$ cat src/tec_defines.svh
// Constants for the dual 8-bit timer/event counter: addresses, control fields, codes.
// Assumes inclusion by the package and the design modules by bare name.
`ifndef TEC_DEFINES_SVH
`define TEC_DEFINES_SVH

// ------------------------------------------------------------------
// Data memory addresses
// ------------------------------------------------------------------
`define TEC_ADDR_T0_COUNT 8'h0d
`define TEC_ADDR_T0_CTRL 8'h0e
`define TEC_ADDR_T1_COUNT 8'h10
`define TEC_ADDR_T1_CTRL 8'h11

// ------------------------------------------------------------------
// Control register fields and values
// ------------------------------------------------------------------
`define TEC_CTRL_RESET 8'h08
`define TEC_CTRL_UNUSED_ZERO 3'h0
`define TEC_MODE_EVENT 2'h1
`define TEC_MODE_TIMER 2'h2
`define TEC_MODE_PULSE 2'h3

// ------------------------------------------------------------------
// Counting constants
// ------------------------------------------------------------------
`define TEC_COUNT_MAX 8'hff
`define TEC_COUNT_RESET 8'h00
`define TEC_COUNT_ONE 8'h01
`define TEC_DIV4_LAST 2'h3
`define TEC_DIV4_STEP 2'h1
`define TEC_DATA_ZERO 8'h00

// ------------------------------------------------------------------
// Build option codes
// ------------------------------------------------------------------
`define TEC_T1_SRC_T0_OVF 2'h0
`define TEC_T1_SRC_SYSCLK 2'h1
`define TEC_T1_SRC_TBASE 2'h2
`define TEC_NUM_CH 2

`endif

$ cat src/tec_pkg.sv
// Types shared by the timer/event counter modules.
// Assumes tec_defines.svh is on the include path.
`include "tec_defines.svh"

package tec_pkg;

  // ------------------------------------------------------------------
  // Control register layout, bit 7 down to bit 0
  // ------------------------------------------------------------------
  typedef struct packed {
    logic [1:0] mode_select;
    logic clock_source_select;
    logic count_enable;
    logic active_edge_select;
    logic [2:0] unused;
  } tec_ctrl_t;

  // ------------------------------------------------------------------
  // Pulse measurement state
  // ------------------------------------------------------------------
  typedef enum logic {
    TEC_PW_IDLE = 1'b0,
    TEC_PW_RUN = 1'b1
  } tec_pw_state_t;

endpackage

$ cat src/tec_channel.sv
// One 8-bit count-up timer/event counter with preload and control register.
// Assumes the external input is synchronous to clk_i and the internal tick is a one-cycle pulse.
`timescale 1ns/1ps
`include "tec_defines.svh"

module tec_channel import tec_pkg::*; (
  input wire logic clk_i,
  input wire logic rst_i,
  input wire logic int_tick_i,
  input wire logic ext_i,
  input wire logic rd_i,
  input wire logic preload_we_i,
  input wire logic ctrl_we_i,
  input wire logic [7:0] wdata_i,
  output logic [7:0] count_o,
  output tec_ctrl_t ctrl_o,
  output logic ovf_o
);

  logic ext_q, next_ext_q;
  logic [7:0] count, next_count;
  logic [7:0] preload, next_preload;
  tec_ctrl_t ctrl, next_ctrl;
  tec_pw_state_t state, next_state;
  logic ovf, next_ovf;
  logic rise, fall, act_edge, back_edge, tick, inc;

  // ------------------------------------------------------------------
  // Next-state logic
  // ------------------------------------------------------------------
  always_comb begin
    rise = ext_i & ~ext_q;
    fall = ~ext_i & ext_q;
    act_edge = ctrl.active_edge_select ? fall : rise;
    back_edge = ctrl.active_edge_select ? rise : fall;
    next_ext_q = ext_i;
    next_count = count;
    next_preload = preload;
    next_ctrl = ctrl;
    next_state = state;
    next_ovf = 1'b0;
    tick = 1'b0;
    unique case (ctrl.mode_select)
      `TEC_MODE_EVENT: tick = act_edge;
      `TEC_MODE_TIMER: tick = int_tick_i;
      `TEC_MODE_PULSE: tick = (state == TEC_PW_RUN) & int_tick_i;
      default: tick = 1'b0;
    endcase
    // Measurement starts on the active edge and ends on the return edge, or when count enable is cleared or pulse mode is left.
    if (ctrl.mode_select == `TEC_MODE_PULSE && ctrl.count_enable) begin
      unique case (state)
        TEC_PW_IDLE: if (act_edge) next_state = TEC_PW_RUN;
        TEC_PW_RUN: if (back_edge) begin
          next_state = TEC_PW_IDLE;
          next_ctrl.count_enable = 1'b0;
        end
      endcase
    end else begin
      next_state = TEC_PW_IDLE;
    end
    // The clock is held off during a count read so the value cannot tear.
    inc = ctrl.count_enable & tick & ~rd_i;
    if (inc) begin
      if (count == `TEC_COUNT_MAX) begin
        next_count = preload;
        next_ovf = 1'b1;
      end else begin
        next_count = count + `TEC_COUNT_ONE;
      end
    end
    if (preload_we_i) begin
      next_preload = wdata_i;
      if (!ctrl.count_enable) next_count = wdata_i;
    end
    if (ctrl_we_i) begin
      next_ctrl = wdata_i;
      next_ctrl.unused = `TEC_CTRL_UNUSED_ZERO;
    end
  end

  // ------------------------------------------------------------------
  // Registers
  // ------------------------------------------------------------------
  always_ff @(posedge clk_i or posedge rst_i) begin
    if (rst_i) begin
      ext_q <= 1'b0;
      count <= `TEC_COUNT_RESET;
      preload <= `TEC_COUNT_RESET;
      ctrl <= `TEC_CTRL_RESET;
      state <= TEC_PW_IDLE;
      ovf <= 1'b0;
    end else begin
      ext_q <= next_ext_q;
      count <= next_count;
      preload <= next_preload;
      ctrl <= next_ctrl;
      state <= next_state;
      ovf <= next_ovf;
    end
  end

  assign count_o = count;
  assign ctrl_o = ctrl;
  assign ovf_o = ovf;

endmodule // tec_channel

$ cat src/tec_top.sv
// Contract
// - Counter 0 counts sysclk or sysclk/4 by option, RTC time-out, or its input.
// - Counter 1 counts counter 0 overflow, sysclk, time base, sysclk/4, or input.
// - Count/preload and control sit at 0DH, 0EH for counter 0, 10H, 11H for 1.
// - Writing the count address loads preload; reading returns the live count.
// - Event mode counts input edges; timer mode counts the internal source.
// - Pulse mode counts the internal source while the input holds its level.
// - Overflow past FFH reloads from preload and sets the counter's interrupt flag.
// - Pulse mode starts on the active edge, stops on return, clears enable.
// - Result stays after a measurement; next needs enable set again; edge driven.
// - Overflow in pulse mode also reloads and raises the interrupt request.
// - Control bit 4 enables counting; hardware clears it only in pulse mode.
// - Control bit 3 picks the edge: 0 rising, 1 falling.
// - Counter 0 bit 5: 0 RTC time-out, 1 optioned system clock form.
// - Counter 1 bit 5: 0 optioned source, 1 system clock divided by four.
// - Control bits 7..6 give mode: 01 event, 10 timer, 11 pulse, 00 unused.
// - Control bits 2..0 always read as zero.
// - Overflow wakes the device; one optioned counter drives the divider output.
// - Port A bit 3 data low enables the divider output, high disables it.
// - A cleared interrupt enable blocks that counter's interrupt in every mode.
// - Preload write also loads the count when stopped, only preload when running.
// - Count clock is blocked during a count read.
//
// Top of the dual timer/event counter, reached over the CPU data memory port.
// Assumes the CPU strobes rd_i or wr_i for one cycle per access and all inputs are
// synchronous to clk_i; tick inputs are one-cycle pulses.
`timescale 1ns/1ps
`include "tec_defines.svh"

module tec_top import tec_pkg::*; #(
  parameter bit T0_SYSCLK_DIV4 = 1'b1,
  parameter logic [1:0] T1_OPT_SRC = `TEC_T1_SRC_T0_OVF,
  parameter bit DIVIDER_FROM_COUNTER1 = 1'b0
) (
  input wire logic clk_i,
  input wire logic rst_i,
  input wire logic [7:0] addr_i,
  input wire logic wr_i,
  input wire logic rd_i,
  input wire logic [7:0] wdata_i,
  output logic [7:0] rdata_o,
  input wire logic counter0_input_i,
  input wire logic counter1_input_i,
  input wire logic rtc_timeout_i,
  input wire logic time_base_i,
  input wire logic counter0_irq_enable_i,
  input wire logic counter1_irq_enable_i,
  input wire logic global_irq_enable_i,
  input wire logic counter0_overflow_clear_i,
  input wire logic counter1_overflow_clear_i,
  input wire logic port_a_bit3_data_i,
  output logic counter0_overflow_flag_o,
  output logic counter1_overflow_flag_o,
  output logic counter0_irq_o,
  output logic counter1_irq_o,
  output logic wake_o,
  output logic counter0_overflow_o,
  output logic divider_output_o
);

  // ------------------------------------------------------------------
  // Address decode
  // ------------------------------------------------------------------
  function automatic logic addr_hit(input logic [7:0] a, input logic [7:0] target);
    addr_hit = (a == target);
  endfunction

  localparam logic [7:0] COUNT_ADDR [`TEC_NUM_CH] = '{`TEC_ADDR_T0_COUNT, `TEC_ADDR_T1_COUNT};
  localparam logic [7:0] CTRL_ADDR [`TEC_NUM_CH] = '{`TEC_ADDR_T0_CTRL, `TEC_ADDR_T1_CTRL};

  logic [1:0] div4, next_div4;
  logic div4_tick;
  logic [`TEC_NUM_CH-1:0] int_tick, ext_in, ovf, flag_clr;
  logic [7:0] count [`TEC_NUM_CH];
  tec_ctrl_t ctrl [`TEC_NUM_CH];
  logic [7:0] next_rdata;
  logic [1:0] flag, next_flag;
  logic [1:0] irq, next_irq;
  logic wake, next_wake;
  logic ovf0_q, next_ovf0_q;
  logic divider_output, next_pfd;
  logic pfd_pin, next_pfd_pin;
  logic pfd_src_ovf, pfd_src_on;
  logic t0_sys_tick, t1_opt_tick;

  // ------------------------------------------------------------------
  // Clock sources
  // ------------------------------------------------------------------
  always_comb begin
    next_div4 = div4 + `TEC_DIV4_STEP;
    div4_tick = (div4 == `TEC_DIV4_LAST);
    t0_sys_tick = T0_SYSCLK_DIV4 ? div4_tick : 1'b1;
    int_tick[0] = ctrl[0].clock_source_select ? t0_sys_tick : rtc_timeout_i;
    unique case (T1_OPT_SRC)
      `TEC_T1_SRC_T0_OVF: t1_opt_tick = ovf[0];
      `TEC_T1_SRC_SYSCLK: t1_opt_tick = 1'b1;
      `TEC_T1_SRC_TBASE: t1_opt_tick = time_base_i;
      default: t1_opt_tick = 1'b0;
    endcase
    int_tick[1] = ctrl[1].clock_source_select ? div4_tick : t1_opt_tick;
    ext_in[0] = counter0_input_i;
    ext_in[1] = counter1_input_i;
    flag_clr[0] = counter0_overflow_clear_i;
    flag_clr[1] = counter1_overflow_clear_i;
  end

  always_ff @(posedge clk_i or posedge rst_i) begin
    if (rst_i) begin
      div4 <= 2'h0;
    end else begin
      div4 <= next_div4;
    end
  end

  // ------------------------------------------------------------------
  // Counter channels
  // ------------------------------------------------------------------
  for (genvar i = 0; i < `TEC_NUM_CH; i++) begin : g_ch
    tec_channel u_ch (
      .clk_i(clk_i),
      .rst_i(rst_i),
      .int_tick_i(int_tick[i]),
      .ext_i(ext_in[i]),
      .rd_i(rd_i & addr_hit(addr_i, COUNT_ADDR[i])),
      .preload_we_i(wr_i & addr_hit(addr_i, COUNT_ADDR[i])),
      .ctrl_we_i(wr_i & addr_hit(addr_i, CTRL_ADDR[i])),
      .wdata_i(wdata_i),
      .count_o(count[i]),
      .ctrl_o(ctrl[i]),
      .ovf_o(ovf[i])
    );
  end

  // ------------------------------------------------------------------
  // Read data, flags, interrupts, wake-up and divider output
  // ------------------------------------------------------------------
  always_comb begin
    next_rdata = rdata_o;
    if (rd_i) begin
      next_rdata = `TEC_DATA_ZERO;
      for (int i = 0; i < `TEC_NUM_CH; i++) begin
        if (addr_hit(addr_i, COUNT_ADDR[i])) next_rdata = count[i];
        if (addr_hit(addr_i, CTRL_ADDR[i])) next_rdata = ctrl[i];
      end
    end
    // A new overflow wins over a clear in the same cycle.
    for (int i = 0; i < `TEC_NUM_CH; i++) begin
      next_flag[i] = ovf[i] | (flag[i] & ~flag_clr[i]);
    end
    next_irq[0] = next_flag[0] & counter0_irq_enable_i & global_irq_enable_i;
    next_irq[1] = next_flag[1] & counter1_irq_enable_i & global_irq_enable_i;
    next_wake = |ovf;
    next_ovf0_q = ovf[0];
    pfd_src_ovf = DIVIDER_FROM_COUNTER1 ? ovf[1] : ovf[0];
    pfd_src_on = DIVIDER_FROM_COUNTER1 ? ctrl[1].count_enable : ctrl[0].count_enable;
    if (!pfd_src_on) begin
      next_pfd = 1'b0;
    end else if (pfd_src_ovf) begin
      next_pfd = ~divider_output;
    end else begin
      next_pfd = divider_output;
    end
    next_pfd_pin = next_pfd & ~port_a_bit3_data_i;
  end

  always_ff @(posedge clk_i or posedge rst_i) begin
    if (rst_i) begin
      rdata_o <= `TEC_DATA_ZERO;
      flag <= 2'h0;
      irq <= 2'h0;
      wake <= 1'b0;
      ovf0_q <= 1'b0;
      divider_output <= 1'b0;
      pfd_pin <= 1'b0;
    end else begin
      rdata_o <= next_rdata;
      flag <= next_flag;
      irq <= next_irq;
      wake <= next_wake;
      ovf0_q <= next_ovf0_q;
      divider_output <= next_pfd;
      pfd_pin <= next_pfd_pin;
    end
  end

  assign counter0_overflow_flag_o = flag[0];
  assign counter1_overflow_flag_o = flag[1];
  assign counter0_irq_o = irq[0];
  assign counter1_irq_o = irq[1];
  assign wake_o = wake;
  assign counter0_overflow_o = ovf0_q;
  assign divider_output_o = pfd_pin;

endmodule // tec_top

$ cat config.mk
export PLATFORM = sky130hd
export DESIGN_NAME = tec_top
export DESIGN_NICKNAME = d
export VERILOG_FILES = /design/src/tec_pkg.sv /design/src/tec_channel.sv /design/src/tec_top.sv
export VERILOG_INCLUDE_DIRS = /design/src
export SDC_FILE = /design/constraint.sdc
export NUM_CORES = 1
export LEC_CHECK = 0
export BUFFER_PORTS_ARGS = -buffer_cell sky130_fd_sc_hd__buf_2
export CAP_MARGIN = 20
export CORE_ASPECT_RATIO = 0.5
export CORE_MARGIN = 3
export CORE_UTILIZATION = 35
export DETAILED_ROUTE_END_ITERATION = 8
export GPL_ROUTABILITY_DRIVEN = 0
export SLEW_MARGIN = 15
export SYNTH_ARGS = -nofsm -noshare
export SYNTH_HDL_FRONTEND = slang
export SYNTH_SLANG_ARGS = --single-unit
$ cat constraint.sdc
create_clock -name clk_i -period 2.65 [get_ports clk_i]
set_input_delay 0.265 -clock clk_i [delete_from_list [all_inputs] [get_ports clk_i]]
set_output_delay 0.265 -clock clk_i [all_outputs]
set_load 0.005 [all_outputs]
After elaboration in Yosys (flattened, before gate mapping) --
Index checks and enable logic that the tools add are counted.
Storage, ports and cells: register bits 66, bits of input ports 30, output and inout port bits 15, logic and storage cells 132
Cells by class: add/subtract/negate cells 3, equal/unequal tests 13, muxes and demuxes 42, bitwise logic cells 37, reduce and logical (&&, ||, !) cells 11
Operator list (count):
- 2-to-1 mux 8 bit | 12
- 2-to-1 mux 1 bit | 24
- bitwise AND 1 bit | 23
- adder 8 x 1 -> 8 bit, second input constant | 2
- == test 8 x 4 -> 1 bit, second input constant | 2
- == test 8 x 5 -> 1 bit, second input constant | 2
- == test 8 bit, second input constant | 2
- inverter 1 bit | 12
- nonzero test 2 bit | 6
- == test 2 bit, second input constant | 5
- 2-to-1 mux 5 bit | 2
- case mux 1 bit (3 select lines) | 2
- AND reduction 3 bit | 2
- == test 2 x 1 -> 1 bit, second input constant | 2
- case mux 1 bit (2 select lines) | 2
- adder 2 x 1 -> 2 bit, second input constant | 1
- logical AND 1 bit | 2
- bitwise OR 1 bit | 2
- OR reduction 2 bit | 1

Depth between registers and ports, before layout --
word-level depth 9, gate-level depth with buffers 8, mapped depth without buffers 6

Hierarchy --
A second synthesis with hierarchy kept.
Unflattened totals: cells, all modules 358, area, all modules 3687.3 um2
Modules (own cells, without submodules):
- tec_channel | instances 2, cells each 126, area an instance 1317.5 um2, seq. area each 601.8 um2
- tec_top | instances 1, cells each 106, area an instance 1052.3 um2, seq. area each 450.4 um2

Least setup slack after synthesis --
No wires, ideal clock.
path type reg-to-reg, from register g_ch[1].u_ch.count[0], to register g_ch[1].u_ch.count[3], library setup time 76 ps, arrival time 1867 ps, required time 2574 ps, path slack 706 ps, cell stages (with the launch flop) 8, buffers on the path 1, period minus slack after synthesis 1944 ps, cell sequence dfrtp_1 ha_1 clkbuf_1 nand3_1 nor3_2 mux2_2 a21o_1 o21ai_1
On the way: cells in the longest elaborated chain, start to end 5, elaborated cells on any way between the ends 6, classes of those cells add/sub (1); eq/ne (1); mux (4)
RTL lines:
- from (decl) | RTL line tec_channel.sv:21 | logic [7:0] count, next_count;
- from (signal assigned) | RTL line tec_channel.sv:87 | count <= `TEC_COUNT_RESET;
- from (signal assigned) | RTL line tec_channel.sv:94 | count <= next_count;
- adder 8 x 1 -> 8 bit (no source line) or == test 8 bit (tied branches)
- 2-to-1 mux 8 bit * | RTL line tec_channel.sv:64 | if (count == `TEC_COUNT_MAX) begin
- 2-to-1 mux 8 bit * | RTL line tec_channel.sv:63 | if (inc) begin
- 2-to-1 mux 8 bit | RTL line tec_channel.sv:73 | if (!ctrl.count_enable) next_count = wdata_i;
- 2-to-1 mux 8 bit * | RTL line tec_channel.sv:71 | if (preload_we_i) begin
- via g_ch[1].u_ch.next_count[3] | RTL line tec_channel.sv:21
Mark *: on every way through the listed nets, which the timed path passes. The rest lies on a longest branch. A chain may end at the register's enable or synchronous reset.

Worst setup path in the final report --
Same ends and word-level chain as after synthesis.

==> results.json <==
{
  "post-route-period-util": 0.8325,
  "synth_top_cell_area_share": 0.4692,
  "drc_errors": 0,
  "ys_seq_elements": 66,
  "drt_iter0_drc": 180,
  "drive_above_1_share": 0.2824,
  "max_slew_margin": 0.5064,
  "cap_violations": 0,
  "drt-total-wl_um": 8701,
  "cts_num_sinks": 66,
  "syn_area_per_cell_um2": 10.44,
  "post_cts_resized": 0,
  "row_count": 24,
  "cts_tree": "done",
  "syn_nets": 360,
  "synth_cells": 327,
  "io_buffers": 43,
  "grt_pass1_vias": 2829,
  "hpwl_um": 6438,
  "ys_async_sr_fraction": 1.000,
  "start_util": 0.3751,
  "status": "completed",
  "tightest_slew_ns": 0.7404,
  "hold_violations": 0,
  "vias": 2839,
  "finalMaxSlewViolations": 0,
  "hp-class": "input port to register",
  "rsz0062_at_grt": "false",
  "cts_buffers": 9,
  "crit_path_end_kind": "register",
  "nFillCells": 869,
  "clk_pin_slew_ns": 0.05,
  "critical-path-max-stage-delay_ns": 0.50,
  "synthTopCellsByArea": "dfrtp_1 47%, mux2_2 8.2%, nand2_1 3.3%, nor2_1 2.5%, inv_1 2.3%",
  "start_kind": "register",
  "synth_edf_count": 0,
  "cts_buffer_depth": 2,
  "cp.required_ns": 2.90,
  "dp_slack_ns": 0.4679,
  "synth_cell_types": 61,
  "dominantRegCellSynth": "dfrtp_1",
  "grt.total_usage": 0.1645,
  "ys_top_cells_by_count": "64 x dfrtp_1, 30 x nand2_1, 25 x mux2_2",
  "syn2layout_area_growth_pct": 19.94,
  "multiInputGateArea_um2": 1614,
  "wl_per_cell_um": 16.86,
  "placed_cells": 499,
  "powerDensity_nw_per_um2": 596.0,
  "syn_area_um2": 3413,
  "detail-route-antenna-nets": 0,
  "cp_slowest_cell": "dfrtp_1",
  "coreArea_um2": 9099,
  "antenna_cells": 0,
  "first_pass_iters": 5,
  "regArea_um2": 1654,
  "dieWidth_um": 145.7,
  "ys_warn_count": 0,
  "yosysMostFrequentCell": "dfrtp_1",
  "period_needed_ns": 2.206,
  "crit_family": "simple AND/OR/NAND/NOR gates",
  "final_cells": 516,
  "grt_max_degree": 26,
  "die_area_um2": 11050,
  "crit_fanout": 9,
  "path_buf_inv": 0,
  "vias_per_cell": 5.502,
  "ios": 45,
  "cp_cell_sequence": "ha_1 > nand3_1 > nor3_2 > mux2_2 > a21o_1 > o21ai_1",
  "layout.nets": 414,
  "power_mw": 2.440,
  "cts-root-buf": "clkbuf_16",
  "fp.dieH_um": 75.83,
  "fin_skew_ns": 0.005147,
  "ys_seq_area_frac": 0.4846,
  "worst_ep_arrival_time_ns": 2.46,
  "fmax_mhz": 453.3,
  "critPathKind": "register to register",
  "yosys.area.top_type": "dfrtp_1",
  "cellLeakagePower_nw": 1.892,
  "clk_latency_ns": 0.33,
  "worst_slack_ns": 0.4440,
  "setup_viol": 0,
  "setup_tns_ns": 0,
  "grt_pass1_wl_um": 14120,
  "gr-total-overflow": 0,
  "ir_worst_vdd_uv": 253.9,
  "ctsHtreeMaxLevel": 3,
  "grt_antenna_before_repair": 0
}
-- where the power goes --
| group | leakage [nW] | internal [mW] | switching (mW) |
|---|---|---|---|
| combinational | 0.879 | 0.0932 | 0.121 |
| clock | 0.143 | 0.706 | 0.402 |
| sequential | 0.870 | 1.05 | 0.0639 |
-- repair_timing --
| item | CTS | global route |
|---|---|---|
| buffers inserted | 0 | 0 |
| hold endpoints to repair | 20 | 0 |
| hold buffers | 1 | 0 |
-- worst reg2reg max path: cells and delay by family, from the launching register on --
kind | cells | cell delay, ns
and+or+nand+nor | 2 | 0.56
DFF | 1 | 0.50
adders and majority gates | 1 | 0.40
muxes | 1 | 0.38
AOI/OAI and AO/OA | 2 | 0.29
-- state kept, by name, summed over array words and instances (netlist names) --
register / cells
rdata_o: 8
divider_output_o: 1
g_ch.u_ch.count_o: 16
g_ch.u_ch.ext_q: 2
wake_o: 1
g_ch.u_ch.ovf_o: 2
irq: 2
flag: 2
g_ch.u_ch.state: 2
counter0_overflow_o: 1
g_ch.u_ch.ctrl_o: 10
g_ch.u_ch.preload: 16
divider_output: 1
div4: 2
-- per-stage QoR --
step / area [um^2] / hold slack (ns) / utilization
2_1_floorplan: 3413 / 0.2964 / -
3_3_place_gp: 3800 / 0.2986 / 0.4176
3_5_place_dp: 3800 / 0.3078 / 0.4176
4_1_cts: 4094 / 0.07509 / 0.4499
5_1_grt: 4094 / 0.07807 / 0.4499
6_report: 4094 / 0.08799 / 0.4499
-- logic make-up (layout without fill, tap and decap cells) --
family,after synthesis,in the layout,synth area share
AO/OA/AOI/OAI,79,79,0.1708
adder cells (fa/ha/maj),3,3,0.01100
buffers and inverters,32,91,0.04252
flip-flops,66,66,0.4846
multiplexers,32,32,0.1030
AND/OR/NAND/NOR,114,114,0.1855
XOR/XNOR,1,1,0.002566
-- metal layers --
metal  GRT usage  share of wire  vias up
met5           0              0        -
met4     0.06204          0.016        0
met3     0.04456          0.068       21
met2      0.2735           0.46      119
met1      0.2113           0.46     1375
li1            -              -     1324
-- layout make-up --
| cell class | count | area share |
|---|---|---|
| clock buffer | 14 | 0.06693 |
| clock inverter | 2 | 0.002445 |
| inverter | 21 | 0.01925 |
| multi-input combinational | 229 | 0.3943 |
| sequential | 66 | 0.4040 |
| tap | 130 | 0.03973 |
| timing repair buffer | 54 | 0.07335 |
-- cell usage in the layout (no fill, tap or decap), drive strengths merged, types with 5 or more instances in the layout --
| cell | n |
|---|---|
| nor2b | 6 |
| o32ai | 5 |
| o21ai | 22 |
| o22ai | 5 |
| nand2b | 5 |
| nor2 | 23 |
| clkbuf | 14 |
| nand3 | 11 |
| mux2 | 25 |
| nor3 | 11 |
| and3 | 5 |
| a21oi | 9 |
| a221oi | 6 |
| dfrtp | 64 |
| buf | 53 |
| nand2 | 30 |
| inv | 21 |
| mux2i | 7 |
-- path summary, 6_finish.rpt --
check                                        start                 endpoint  slack [ns]  cells past startpoint
max                        g_ch[1].u_ch.count_o[0]  g_ch[1].u_ch.count_o[3]        0.44                      6
min                               counter0_input_i       g_ch[0].u_ch.ext_q        0.09                      1
max reg2reg                g_ch[1].u_ch.count_o[0]  g_ch[1].u_ch.count_o[3]        0.44                      6
min reg2reg                                div4[0]                  div4[0]        0.43                      1
max in group asynchronous                    rst_i  g_ch[1].u_ch.preload[4]        1.45                      4
min in group asynchronous                    rst_i         divider_output_o        0.50                      3
Note: power is estimated with default switching activity, not from simulation.
